`config.mk`:
```
export PLATFORM = sky130hd
export DESIGN_NAME = flash_host
export DESIGN_NICKNAME = d
export VERILOG_FILES = /design/src/rtl/flash_host_pkg.sv /design/src/rtl/flash_bus_cycle.sv /design/src/rtl/flash_host.sv
export SDC_FILE = /design/constraint.sdc
export NUM_CORES = 1
export LEC_CHECK = 0
export BUFFER_PORTS_ARGS = -buffer_cell sky130_fd_sc_hd__buf_2
export CAP_MARGIN = 20
export CORE_MARGIN = 3
export CORE_UTILIZATION = 50
export DETAILED_ROUTE_END_ITERATION = 10
export PLACE_DENSITY = 0.71
export SLEW_MARGIN = 30
export SYNTH_ARGS = -nofsm -noshare
export SYNTH_HDL_FRONTEND = slang
export SYNTH_SLANG_ARGS = --single-unit
```
`constraint.sdc`:
```
create_clock -name ref_clk -period 7.89 [get_ports ref_clk]
set_input_delay 0.3945 -clock ref_clk [delete_from_list [all_inputs] [get_ports ref_clk]]
set_output_delay 0.3945 -clock ref_clk [all_outputs]
set_load 0.1 [all_outputs]
```
`src/rtl/flash_host_pkg.sv`:
```
package flash_host_pkg;
    localparam int ADDR_W = 20;
    localparam int DATA_W = 16;
    localparam int BYTE_W = 8;
    localparam int BYTE_ADDR_W = 21;
    localparam int CLK_MHZ = 25;
    localparam int ACCESS_NS = 70;
    localparam int ACCESS_CYC = (ACCESS_NS * CLK_MHZ + 999) / 1000;
    localparam int WRITE_PULSE_NS = 70;
    localparam int WRITE_CYC = (WRITE_PULSE_NS * CLK_MHZ + 999) / 1000;
    localparam int RESET_PULSE_NS = 500;
    localparam int RESET_CYC = (RESET_PULSE_NS * CLK_MHZ + 999) / 1000;
    localparam int CNT_W = 8;
    localparam int POLL_BIT = 7;
    localparam int TOGGLE_BIT = 6;
    localparam logic [ADDR_W-1:0] UNLOCK_A1 = 20'h00555;
    localparam logic [ADDR_W-1:0] UNLOCK_A2 = 20'h002aa;
    localparam logic [DATA_W-1:0] UNLOCK_D1 = 16'h00aa;
    localparam logic [DATA_W-1:0] UNLOCK_D2 = 16'h0055;
    localparam logic [DATA_W-1:0] CMD_PROGRAM = 16'h00a0;
    localparam logic [DATA_W-1:0] CMD_ERASE_SETUP = 16'h0080;
    localparam logic [DATA_W-1:0] CMD_SECTOR_ERASE = 16'h0030;
    localparam logic [DATA_W-1:0] CMD_CHIP_ERASE = 16'h0010;
    localparam logic [DATA_W-1:0] CMD_SUSPEND = 16'h00b0;
    localparam logic [DATA_W-1:0] CMD_RESUME = 16'h0030;
    localparam logic [DATA_W-1:0] CMD_BYPASS = 16'h0020;
    localparam logic [DATA_W-1:0] CMD_BYPASS_EXIT1 = 16'h0090;
    localparam logic [DATA_W-1:0] CMD_BYPASS_EXIT2 = 16'h0000;
    localparam logic [DATA_W-1:0] CMD_RESET = 16'h00f0;

    typedef enum logic [3:0] {
        OP_READ = 4'h0,
        OP_PROGRAM = 4'h1,
        OP_SECTOR_ERASE = 4'h2,
        OP_CHIP_ERASE = 4'h3,
        OP_SUSPEND = 4'h4,
        OP_RESUME = 4'h5,
        OP_BYPASS_ENTER = 4'h6,
        OP_BYPASS_EXIT = 4'h7,
        OP_RESET_CMD = 4'h8,
        OP_HW_RESET = 4'h9,
        OP_WRITE_RAW = 4'ha
    } op_e;

    typedef struct packed {
        op_e op;
        logic [ADDR_W-1:0] addr;
        logic [DATA_W-1:0] data;
    } req_s;

    typedef struct packed {
        logic cs_n;
        logic we_n;
        logic oe_n;
        logic reset_n;
        logic byte_n;
        logic [ADDR_W-1:0] addr;
        logic [DATA_W-1:0] dout;
        logic dout_en;
    } pins_s;
endpackage

```
`src/rtl/flash_bus_cycle.sv`:
```
`timescale 1ns/100ps
module flash_bus_cycle
    import flash_host_pkg::*;
(
    input wire logic ref_clk,
    input wire logic rst,
    input wire logic start,
    input wire logic is_write,
    input wire logic [ADDR_W-1:0] addr,
    input wire logic [DATA_W-1:0] wdata,
    input wire logic [DATA_W-1:0] din_sync,
    output logic busy,
    output logic done,
    output logic [DATA_W-1:0] rdata,
    output pins_s pins
);
    typedef enum logic [1:0] {
        C_IDLE = 2'b00,
        C_PULSE = 2'b01,
        C_RECOVER = 2'b11
    } cyc_e;

    typedef struct packed {
        cyc_e st;
        logic [CNT_W-1:0] cnt;
        logic wr;
        logic done;
        logic [ADDR_W-1:0] addr;
        logic [DATA_W-1:0] wdata;
        logic [DATA_W-1:0] rdata;
    } st_s;

    st_s s;
    st_s next_s;

    // reads wait two extra cycles for the pin synchroniser on the data bus
    localparam logic [CNT_W-1:0] RD_WAIT = CNT_W'(ACCESS_CYC + 2);
    localparam logic [CNT_W-1:0] WR_WAIT = CNT_W'(WRITE_CYC);

    always_comb begin
        next_s = s;
        next_s.done = 1'b0;
        unique case (s.st)
            C_IDLE: begin
                if (start) begin
                    next_s.st = C_PULSE;
                    next_s.wr = is_write;
                    next_s.addr = addr;
                    next_s.wdata = wdata;
                    next_s.cnt = is_write ? WR_WAIT : RD_WAIT;
                end
            end
            C_PULSE: begin
                if (s.cnt == '0) begin
                    if (!s.wr) begin
                        next_s.rdata = din_sync;
                    end
                    next_s.st = C_RECOVER;
                end else begin
                    next_s.cnt = s.cnt - 1'b1;
                end
            end
            C_RECOVER: begin
                next_s.st = C_IDLE;
                next_s.done = 1'b1;
            end
        endcase
    end

    always_ff @(posedge ref_clk) begin
        if (rst) begin
            s <= '{st: C_IDLE, cnt: '0, wr: 1'b0, done: 1'b0, addr: '0, wdata: '0, rdata: '0};
        end else begin
            s <= next_s;
        end
    end

    assign busy = (s.st != C_IDLE);
    assign done = s.done;
    assign rdata = s.rdata;
    always_comb begin
        pins = '0;
        // chip select spans the recovery cycle so the strobes rise first and the latch edge is clean
        pins.cs_n = (s.st == C_IDLE);
        pins.we_n = !(s.st == C_PULSE && s.wr);
        pins.oe_n = !(s.st == C_PULSE && !s.wr);
        pins.reset_n = 1'b1;
        pins.byte_n = 1'b1;
        pins.addr = s.addr;
        pins.dout = s.wdata;
        // host drives data only during write cycles, never with oe low
        pins.dout_en = s.wr && (s.st != C_IDLE);
    end

    strobe_excl_a: assert property (@(posedge ref_clk) disable iff (rst)
        !(!pins.we_n && !pins.oe_n)) else $error("write and output strobes both low");
    write_len_a: assert property (@(posedge ref_clk) disable iff (rst)
        $fell(pins.we_n) |-> !pins.we_n [*2]) else $error("write strobe too short");
endmodule

```
`src/rtl/flash_host.sv`:
```
`timescale 1ns/100ps
module flash_host
    import flash_host_pkg::*;
#(
    parameter int TIMEOUT_CYC = 100000
) (
    input wire logic ref_clk,
    input wire logic rst,
    input wire logic req_valid,
    input req_s req,
    input wire logic byte_mode,
    input wire logic standby,
    output logic req_ready,
    output logic resp_valid,
    output logic [DATA_W-1:0] resp_data,
    output logic resp_error,
    output logic bypass_active,
    output logic erase_suspended,
    output logic cs_n,
    output logic we_n,
    output logic oe_n,
    output logic reset_n,
    output logic byte_n,
    output logic [ADDR_W-1:0] addr,
    output logic [DATA_W-1:0] data_bus_out,
    output logic data_bus_oe,
    input wire logic [DATA_W-1:0] data_bus_in,
    input wire logic operation_done_pin
);
    typedef enum logic [2:0] {
        H_IDLE = 3'b000,
        H_SEQ = 3'b001,
        H_WAIT_CYC = 3'b011,
        H_POLL = 3'b010,
        H_RESET = 3'b110,
        H_DONE = 3'b111
    } host_e;

    localparam int SEQ_MAX = 6;

    typedef struct packed {
        host_e st;
        op_e op;
        logic [2:0] step;
        logic [2:0] nsteps;
        logic bypass;
        logic susp;
        logic poll_pend;
        logic [31:0] tmo;
        logic [ADDR_W-1:0] addr;
        logic [DATA_W-1:0] data;
        logic [DATA_W-1:0] result;
        logic err;
        logic first_rd;
        logic toggle_prev;
    } st_s;

    st_s s;
    st_s next_s;
    logic [DATA_W-1:0] din_meta;
    logic [DATA_W-1:0] din_sync;
    logic rdy_meta;
    logic rdy_sync;
    logic cyc_start;
    logic cyc_write;
    logic [ADDR_W-1:0] cyc_addr;
    logic [DATA_W-1:0] cyc_data;
    logic cyc_busy;
    logic cyc_done;
    logic [DATA_W-1:0] cyc_rdata;
    pins_s cyc_pins;

    always_ff @(posedge ref_clk) begin
        if (rst) begin
            din_meta <= '0;
            din_sync <= '0;
            rdy_meta <= 1'b1;
            rdy_sync <= 1'b1;
        end else begin
            din_meta <= data_bus_in;
            din_sync <= din_meta;
            rdy_meta <= operation_done_pin;
            rdy_sync <= rdy_meta;
        end
    end

    flash_bus_cycle u_cycle (
        .ref_clk(ref_clk),
        .rst(rst),
        .start(cyc_start),
        .is_write(cyc_write),
        .addr(cyc_addr),
        .wdata(cyc_data),
        .din_sync(din_sync),
        .busy(cyc_busy),
        .done(cyc_done),
        .rdata(cyc_rdata),
        .pins(cyc_pins)
    );

    function automatic logic [ADDR_W+DATA_W-1:0] seq_word(input op_e op, input logic [2:0] i,
                                                         input logic byp, input logic [ADDR_W-1:0] a,
                                                         input logic [DATA_W-1:0] d);
        logic [ADDR_W+DATA_W-1:0] w;
        w = {UNLOCK_A1, CMD_RESET};
        unique case (op)
            OP_PROGRAM: begin
                if (byp) w = (i == 3'd0) ? {a, CMD_PROGRAM} : {a, d};
                else if (i == 3'd0) w = {UNLOCK_A1, UNLOCK_D1};
                else if (i == 3'd1) w = {UNLOCK_A2, UNLOCK_D2};
                else if (i == 3'd2) w = {UNLOCK_A1, CMD_PROGRAM};
                else w = {a, d};
            end
            OP_SECTOR_ERASE, OP_CHIP_ERASE: begin
                if (i == 3'd0 || i == 3'd3) w = {UNLOCK_A1, UNLOCK_D1};
                else if (i == 3'd1 || i == 3'd4) w = {UNLOCK_A2, UNLOCK_D2};
                else if (i == 3'd2) w = {UNLOCK_A1, CMD_ERASE_SETUP};
                else if (op == OP_CHIP_ERASE) w = {UNLOCK_A1, CMD_CHIP_ERASE};
                else w = {a, CMD_SECTOR_ERASE};
            end
            OP_BYPASS_ENTER: begin
                if (i == 3'd0) w = {UNLOCK_A1, UNLOCK_D1};
                else if (i == 3'd1) w = {UNLOCK_A2, UNLOCK_D2};
                else w = {UNLOCK_A1, CMD_BYPASS};
            end
            OP_BYPASS_EXIT: w = (i == 3'd0) ? {a, CMD_BYPASS_EXIT1} : {a, CMD_BYPASS_EXIT2};
            OP_SUSPEND: w = {a, CMD_SUSPEND};
            OP_RESUME: w = {a, CMD_RESUME};
            OP_WRITE_RAW: w = {a, d};
            default: w = {UNLOCK_A1, CMD_RESET};
        endcase
        return w;
    endfunction

    function automatic logic [2:0] seq_len(input op_e op, input logic byp);
        logic [2:0] n;
        unique case (op)
            OP_PROGRAM: n = byp ? 3'd2 : 3'd4;
            OP_SECTOR_ERASE, OP_CHIP_ERASE: n = 3'(SEQ_MAX);
            OP_BYPASS_ENTER: n = 3'd3;
            OP_BYPASS_EXIT: n = 3'd2;
            default: n = 3'd1;
        endcase
        return n;
    endfunction

    logic [ADDR_W+DATA_W-1:0] cur_word;
    assign cur_word = seq_word(s.op, s.step, s.bypass, s.addr, s.data);

    always_comb begin
        next_s = s;
        cyc_start = 1'b0;
        cyc_write = 1'b1;
        cyc_addr = cur_word[ADDR_W+DATA_W-1:DATA_W];
        cyc_data = cur_word[DATA_W-1:0];
        unique case (s.st)
            H_IDLE: begin
                if (req_valid && !standby) begin
                    next_s.op = req.op;
                    next_s.addr = req.addr;
                    next_s.data = req.data;
                    next_s.step = '0;
                    next_s.err = 1'b0;
                    next_s.nsteps = seq_len(req.op, s.bypass);
                    if (req.op == OP_HW_RESET) begin
                        next_s.tmo = 32'(RESET_CYC);
                        next_s.st = H_RESET;
                    end else begin
                        next_s.st = H_SEQ;
                    end
                end
            end
            H_SEQ: begin
                if (!cyc_busy) begin
                    cyc_start = 1'b1;
                    cyc_write = (s.op != OP_READ);
                    if (s.op == OP_READ) cyc_addr = s.addr;
                    next_s.st = H_WAIT_CYC;
                end
            end
            H_WAIT_CYC: begin
                if (cyc_done) begin
                    if (s.poll_pend) begin
                        // toggle bit stops toggling when the operation ends
                        if (!s.first_rd && cyc_rdata[TOGGLE_BIT] == s.toggle_prev) begin
                            next_s.poll_pend = 1'b0;
                            next_s.st = H_DONE;
                        end else if (s.tmo == '0) begin
                            next_s.err = 1'b1;
                            next_s.poll_pend = 1'b0;
                            next_s.st = H_DONE;
                        end else begin
                            next_s.st = H_POLL;
                        end
                        next_s.first_rd = 1'b0;
                        next_s.toggle_prev = cyc_rdata[TOGGLE_BIT];
                        next_s.result = cyc_rdata;
                    end else if (s.op == OP_READ) begin
                        next_s.result = cyc_rdata;
                        next_s.st = H_DONE;
                    end else if (s.step + 1'b1 < s.nsteps) begin
                        next_s.step = s.step + 1'b1;
                        next_s.st = H_SEQ;
                    end else begin
                        if (s.op == OP_BYPASS_ENTER) next_s.bypass = 1'b1;
                        if (s.op == OP_BYPASS_EXIT || s.op == OP_RESET_CMD) next_s.bypass = 1'b0;
                        // suspend state tracked for the user side
                        if (s.op == OP_SUSPEND) next_s.susp = 1'b1;
                        if (s.op == OP_RESUME || s.op == OP_RESET_CMD) next_s.susp = 1'b0;
                        // device runs its own algorithm; host just waits
                        if (s.op == OP_PROGRAM || s.op == OP_SECTOR_ERASE || s.op == OP_CHIP_ERASE ||
                            s.op == OP_RESUME) begin
                            next_s.poll_pend = 1'b1;
                            next_s.first_rd = 1'b1;
                            next_s.tmo = 32'(TIMEOUT_CYC);
                            next_s.st = H_POLL;
                        end else begin
                            next_s.st = H_DONE;
                        end
                    end
                end
            end
            H_POLL: begin
                if (s.tmo != '0) next_s.tmo = s.tmo - 1'b1;
                // ready pin high means finished except after a resume; toggle reads cover a floating pin
                if (rdy_sync && !s.first_rd && s.op != OP_RESUME) begin
                    next_s.poll_pend = 1'b0;
                    next_s.st = H_DONE;
                end else if (!cyc_busy) begin
                    cyc_start = 1'b1;
                    cyc_write = 1'b0;
                    cyc_addr = s.addr;
                    next_s.st = H_WAIT_CYC;
                end
            end
            H_RESET: begin
                // hold the reset pin low for the minimum pulse
                if (s.tmo == '0) begin
                    next_s.bypass = 1'b0;
                    next_s.susp = 1'b0;
                    next_s.st = H_DONE;
                end else begin
                    next_s.tmo = s.tmo - 1'b1;
                end
            end
            H_DONE: next_s.st = H_IDLE;
            default: next_s.st = H_IDLE;
        endcase
    end

    always_ff @(posedge ref_clk) begin
        if (rst) begin
            s <= '{st: H_IDLE, op: OP_READ, step: '0, nsteps: '0, bypass: 1'b0, susp: 1'b0,
                   poll_pend: 1'b0, tmo: '0, addr: '0, data: '0, result: '0, err: 1'b0,
                   first_rd: 1'b0, toggle_prev: 1'b0};
        end else begin
            s <= next_s;
        end
    end

    assign req_ready = (s.st == H_IDLE) && !standby;
    assign resp_valid = (s.st == H_DONE);
    assign resp_data = s.result;
    assign resp_error = s.err;
    assign bypass_active = s.bypass;
    assign erase_suspended = s.susp;
    assign cs_n = cyc_pins.cs_n;
    assign we_n = cyc_pins.we_n;
    assign oe_n = cyc_pins.oe_n;
    assign reset_n = (s.st != H_RESET);
    // byte pin low selects x8 lanes
    assign byte_n = !byte_mode;
    assign addr = cyc_pins.addr;
    assign data_bus_out = byte_mode ? {8'h00, cyc_pins.dout[BYTE_W-1:0]} : cyc_pins.dout;
    assign data_bus_oe = cyc_pins.dout_en;

    reset_len_a: assert property (@(posedge ref_clk) disable iff (rst)
        $fell(reset_n) |-> !reset_n [*8]) else $error("reset pulse too short");
    bypass_seq_a: assert property (@(posedge ref_clk) disable iff (rst)
        (s.st == H_IDLE && req_valid && !standby && req.op == OP_PROGRAM && s.bypass)
        |=> s.nsteps == 3'd2) else $error("bypass program not two writes");
    prog_seq_a: assert property (@(posedge ref_clk) disable iff (rst)
        (s.st == H_IDLE && req_valid && !standby && req.op == OP_PROGRAM && !s.bypass)
        |=> s.nsteps == 3'd4) else $error("program not four writes");
    standby_idle_a: assert property (@(posedge ref_clk) disable iff (rst)
        (standby && s.st == H_IDLE) |=> cs_n) else $error("chip selected in standby");
    poll_done_a: assert property (@(posedge ref_clk) disable iff (rst)
        (s.st == H_POLL && rdy_sync && !s.first_rd && s.op != OP_RESUME) |=> resp_valid)
        else $error("ready pin not honoured");
    suspend_flag_a: assert property (@(posedge ref_clk) disable iff (rst)
        (resp_valid && s.op == OP_SUSPEND && !s.err) |-> erase_suspended)
        else $error("suspend not recorded");
    drive_oe_a: assert property (@(posedge ref_clk) disable iff (rst)
        data_bus_oe |-> oe_n) else $error("host drives bus while device output enabled");
    reset_clear_a: assert property (@(posedge ref_clk) disable iff (rst)
        $rose(reset_n) |-> !bypass_active && !erase_suspended) else $error("reset left mode set");
endmodule

```
==> summary.txt <==
Run status
  – Status: finished clean

Cells and area
  – Filler Cells Inserted: 1579
  – Multi-input gate area: 4330 um2
  – Commonest non-fill, non-tap cells in the layout: dfxtp_1 (201), nand2_1 (173), buf_2 (123), a21oi_1 (117), nor2_1 (93)
  – Antenna Cells: 0
  – Commonest non-fill, non-tap cell in the layout: dfxtp_1
  – Layout Nets: 1216
  – Layout cells sized above 1: 16.3%
  – Reg area: 4020 um2
  – Area growth from synthesis to layout: 12.1%
  – Finished Core Util: 57.8%

Hold path
  – Hold/Removal Path Class: input port to flop

STA
  – Final setup viols: 0
  – Final period utilization: a little over two fifths
  – Slew Limit Fails: 0
  – Period minus WS final: 3.29 ns
  – Hold Fails Final Rpt: 0
  – Slew margin rel.: 41.5%
  – Fmax: slightly above 0.3 GHz
  – RSZ-0062 raised after global routing: no
  – TNS Setup: 0 ns
  – Worst Max-Slew Pin Slew: 0.878 ns
  – Clock skew: 0.0133 ns

Clocking
  – CTS sink cnt: ~200
  – Clock root buffer: clkbuf_16
  – Hold-fix buffers, CTS: 0
  – Setup repair bufs after CTS: 0
  – Total CTS buffers: 22
  – CTS tree: done
  – Resize count post-CTS: 0
  – CTS HTree Levels: 1
  – Clock-pin slew on the worst setup and hold paths: about 0.060 ns
  – Worst-skew pair later-pin latency: 0.50 ns
  – Max clock buf depth: 3

Run
  – Total of max-cap violations: 0

Power
  – Pwr dens: about 220 nW/um2
  – Leak: 4.01 nW
  – Maximum vdd drop: 0.188 mV

Route
  – Via count: roughly 7.8k
  – Final wirelength: 21600 um
  – Vias per inst: 5.61
  – Antenna-violating nets left: 0
  – Avg WL per Cell: between 15 and 20 um
  – 1st-iter DRT viols: 503
  – DRC: 0
  – Drt pass-1 iters: 7

Global route
  – Congestion Overflow GR: 0
  – Initial antenna violation count: 0
  – Vias in the first global route: 7226
  – First-pass GRT wire length: about 36000 um
  – Total track usage: 21.3%
  – Largest net degree at the start of global routing: 59

Setup path
  – CP Cell Sequence: inv_1 -> ha_1 -> inv_1 -> ha_1 -> nand2_1 -> o21ai_1 -> a21o_1 -> nand3_4 -> or4_1 -> a21oi_1
  – Startpoint Class: flop
  – Critical path's slowest cell: dfxtp_1
  – Critical path peak fanout: 32
  – Crit path kind: flop to flop
  – Max incr delay on CP: roughly 0.57 ns
  – Worst setup EP type: flop
  – CP arrival: about 3.7 ns
  – Worst path required time: ~8.3 ns

Synth
  – Syn Area/Cell: 8.24 um2
  – Gate Count Post-Synth: around 1.1k
  – Synth Net Count: 1166
  – EDFF count, synth: 0
  – Yosys reg bits: approximately 200
  – Sequential share of the synthesized area: around 45%
  – Asr flop ratio synth: 0%
  – Post-synth top flop: dfxtp_1
  – Count of different cell masters after synthesis: 74
  – Synth Cell Area: 9020 um2
  – Number of synthesis warnings: 0

Die
  – Core Region: 17500 um2
  – Die Y: ~140 um
  – Die ar.: 19700 um2
  – Ports: 125
  – Initial core utilization: 51.6%
  – Site Rows: 48
  – Die Wd: between 100 and 150 um

Placement
  – DPL Wire Length: 14800 um
  – Number of port buffers: 124
  – Routability cong.: 0.860
==> power by group <==
group          internal (mW)  leakage (nW)  switching (mW)
logic                 0.0532          2.03           0.103
clock network          0.577         0.349           0.391
registers               1.04          1.63          0.0172
==> synthesized netlist by cell type (3+ instances only) <==
cell	number	area (um2)
o22ai_1	4	25.0
a311oi_1	3	26.3
a2111oi_0	3	26.3
nor3_1	20	100
nand3_1	15	75.1
a31oi_1	12	75.1
or4_4	3	33.8
xor2_1	9	78.8
a221o_1	6	60.1
a21oi_1	117	586
nor4_1	14	87.6
a21o_1	3	22.5
o32ai_1	5	43.8
ha_1	10	125
or3_1	16	100
o31a_1	3	26.3
and2_1	4	25.0
nand3b_1	3	22.5
a211oi_1	9	67.6
nand2_1	173	649
a22oi_1	10	75.1
o21ai_0	35	175
dfxtp_1	201	4020
nand2b_1	14	87.6
a22o_1	9	78.8
o31ai_1	12	90.1
nand4_1	4	25.0
buf_4	44	330
o21ai_1	8	40.0
clkbuf_1	55	206
inv_1	24	90.1
or4_1	12	90.1
nor2_1	96	360
nor3b_1	5	37.5
nor2b_1	54	338
mux2i_1	19	190
or2_2	9	56.3
==> worst max-delay path, delay by kind of cell, from the launching register on <==
family	cells	cell delay, ns
AOI/OAI and AO/OA	3	0.91
adders and majority gates	2	0.59
buffers and inverters	2	0.18
DFF	1	0.57
and+or+nand+nor	3	0.96
==> metal layers <==
metal	track usage (%)	wire (um)	up-vias
met3	3.31	1360	42
li1	-	-	3868
met4	6.37	494	0
met5	0	0	-
met1	28.8	9700	3596
met2	35.2	10000	252
==> path summary, 6_finish.rpt <==
path              depth (start not counted)          end                from  slack [ns]
setup / recovery                         10        s[74]               s[95]        4.60
hold / removal                            2     rdy_meta  operation_done_pin        0.08
setup reg to reg                         10        s[74]               s[95]        4.60
hold reg to reg                           1  din_sync[7]         din_meta[7]        0.43
==> state kept, by name, indices dropped and copies added, names as in the netlist, 11 cells and up <==
name,flops
s,84
u_cycle.pins,36
din_sync,16
din_meta,16
u_cycle.s,11
u_cycle.rdata,16
resp_data,16
==> stage by stage <==
stage | setup slack, ns | power [mW] | instance area, um2 | hold slack (ns) | instances
floorplan | 3.98 | 1.18 | 9020 | 0.389 | 1094
finish | 4.60 | 2.18 | 10100 | 0.0782 | 1383
global placement | 4.60 | 1.23 | 9390 | 0.416 | 1345
CTS | 4.53 | 2.20 | 10100 | 0.0585 | 1383
detailed placement | 4.52 | 1.23 | 9400 | 0.423 | 1345
global route | 4.33 | 2.26 | 10100 | 0.0748 | 1383
==> logic make-up (layout without fill, tap and decap cells) <==
kind of cell,Yosys count,after routing,share of synthesized area [%]
simple gates,456,456,24.7
compound gates,265,265,18.3
flops,201,201,44.6
buf+inv,131,195,7.73
mux,19,19,2.11
fa+ha+maj,11,11,1.50
xor+xnor,11,11,1.07
==> cell type report <==
cell class / count / share of cell area, %
Sequential cell: 201 / 39.8
Inverter: 25 / 0.929
Clock inverter: 5 / 0.359
Tap cell: 225 / 2.79
Multi-Input combinational cell: 762 / 42.8
Clock buffer: 33 / 6.55
Timing Repair Buffer: 132 / 6.76
Power figures use the tool's default switching activity.
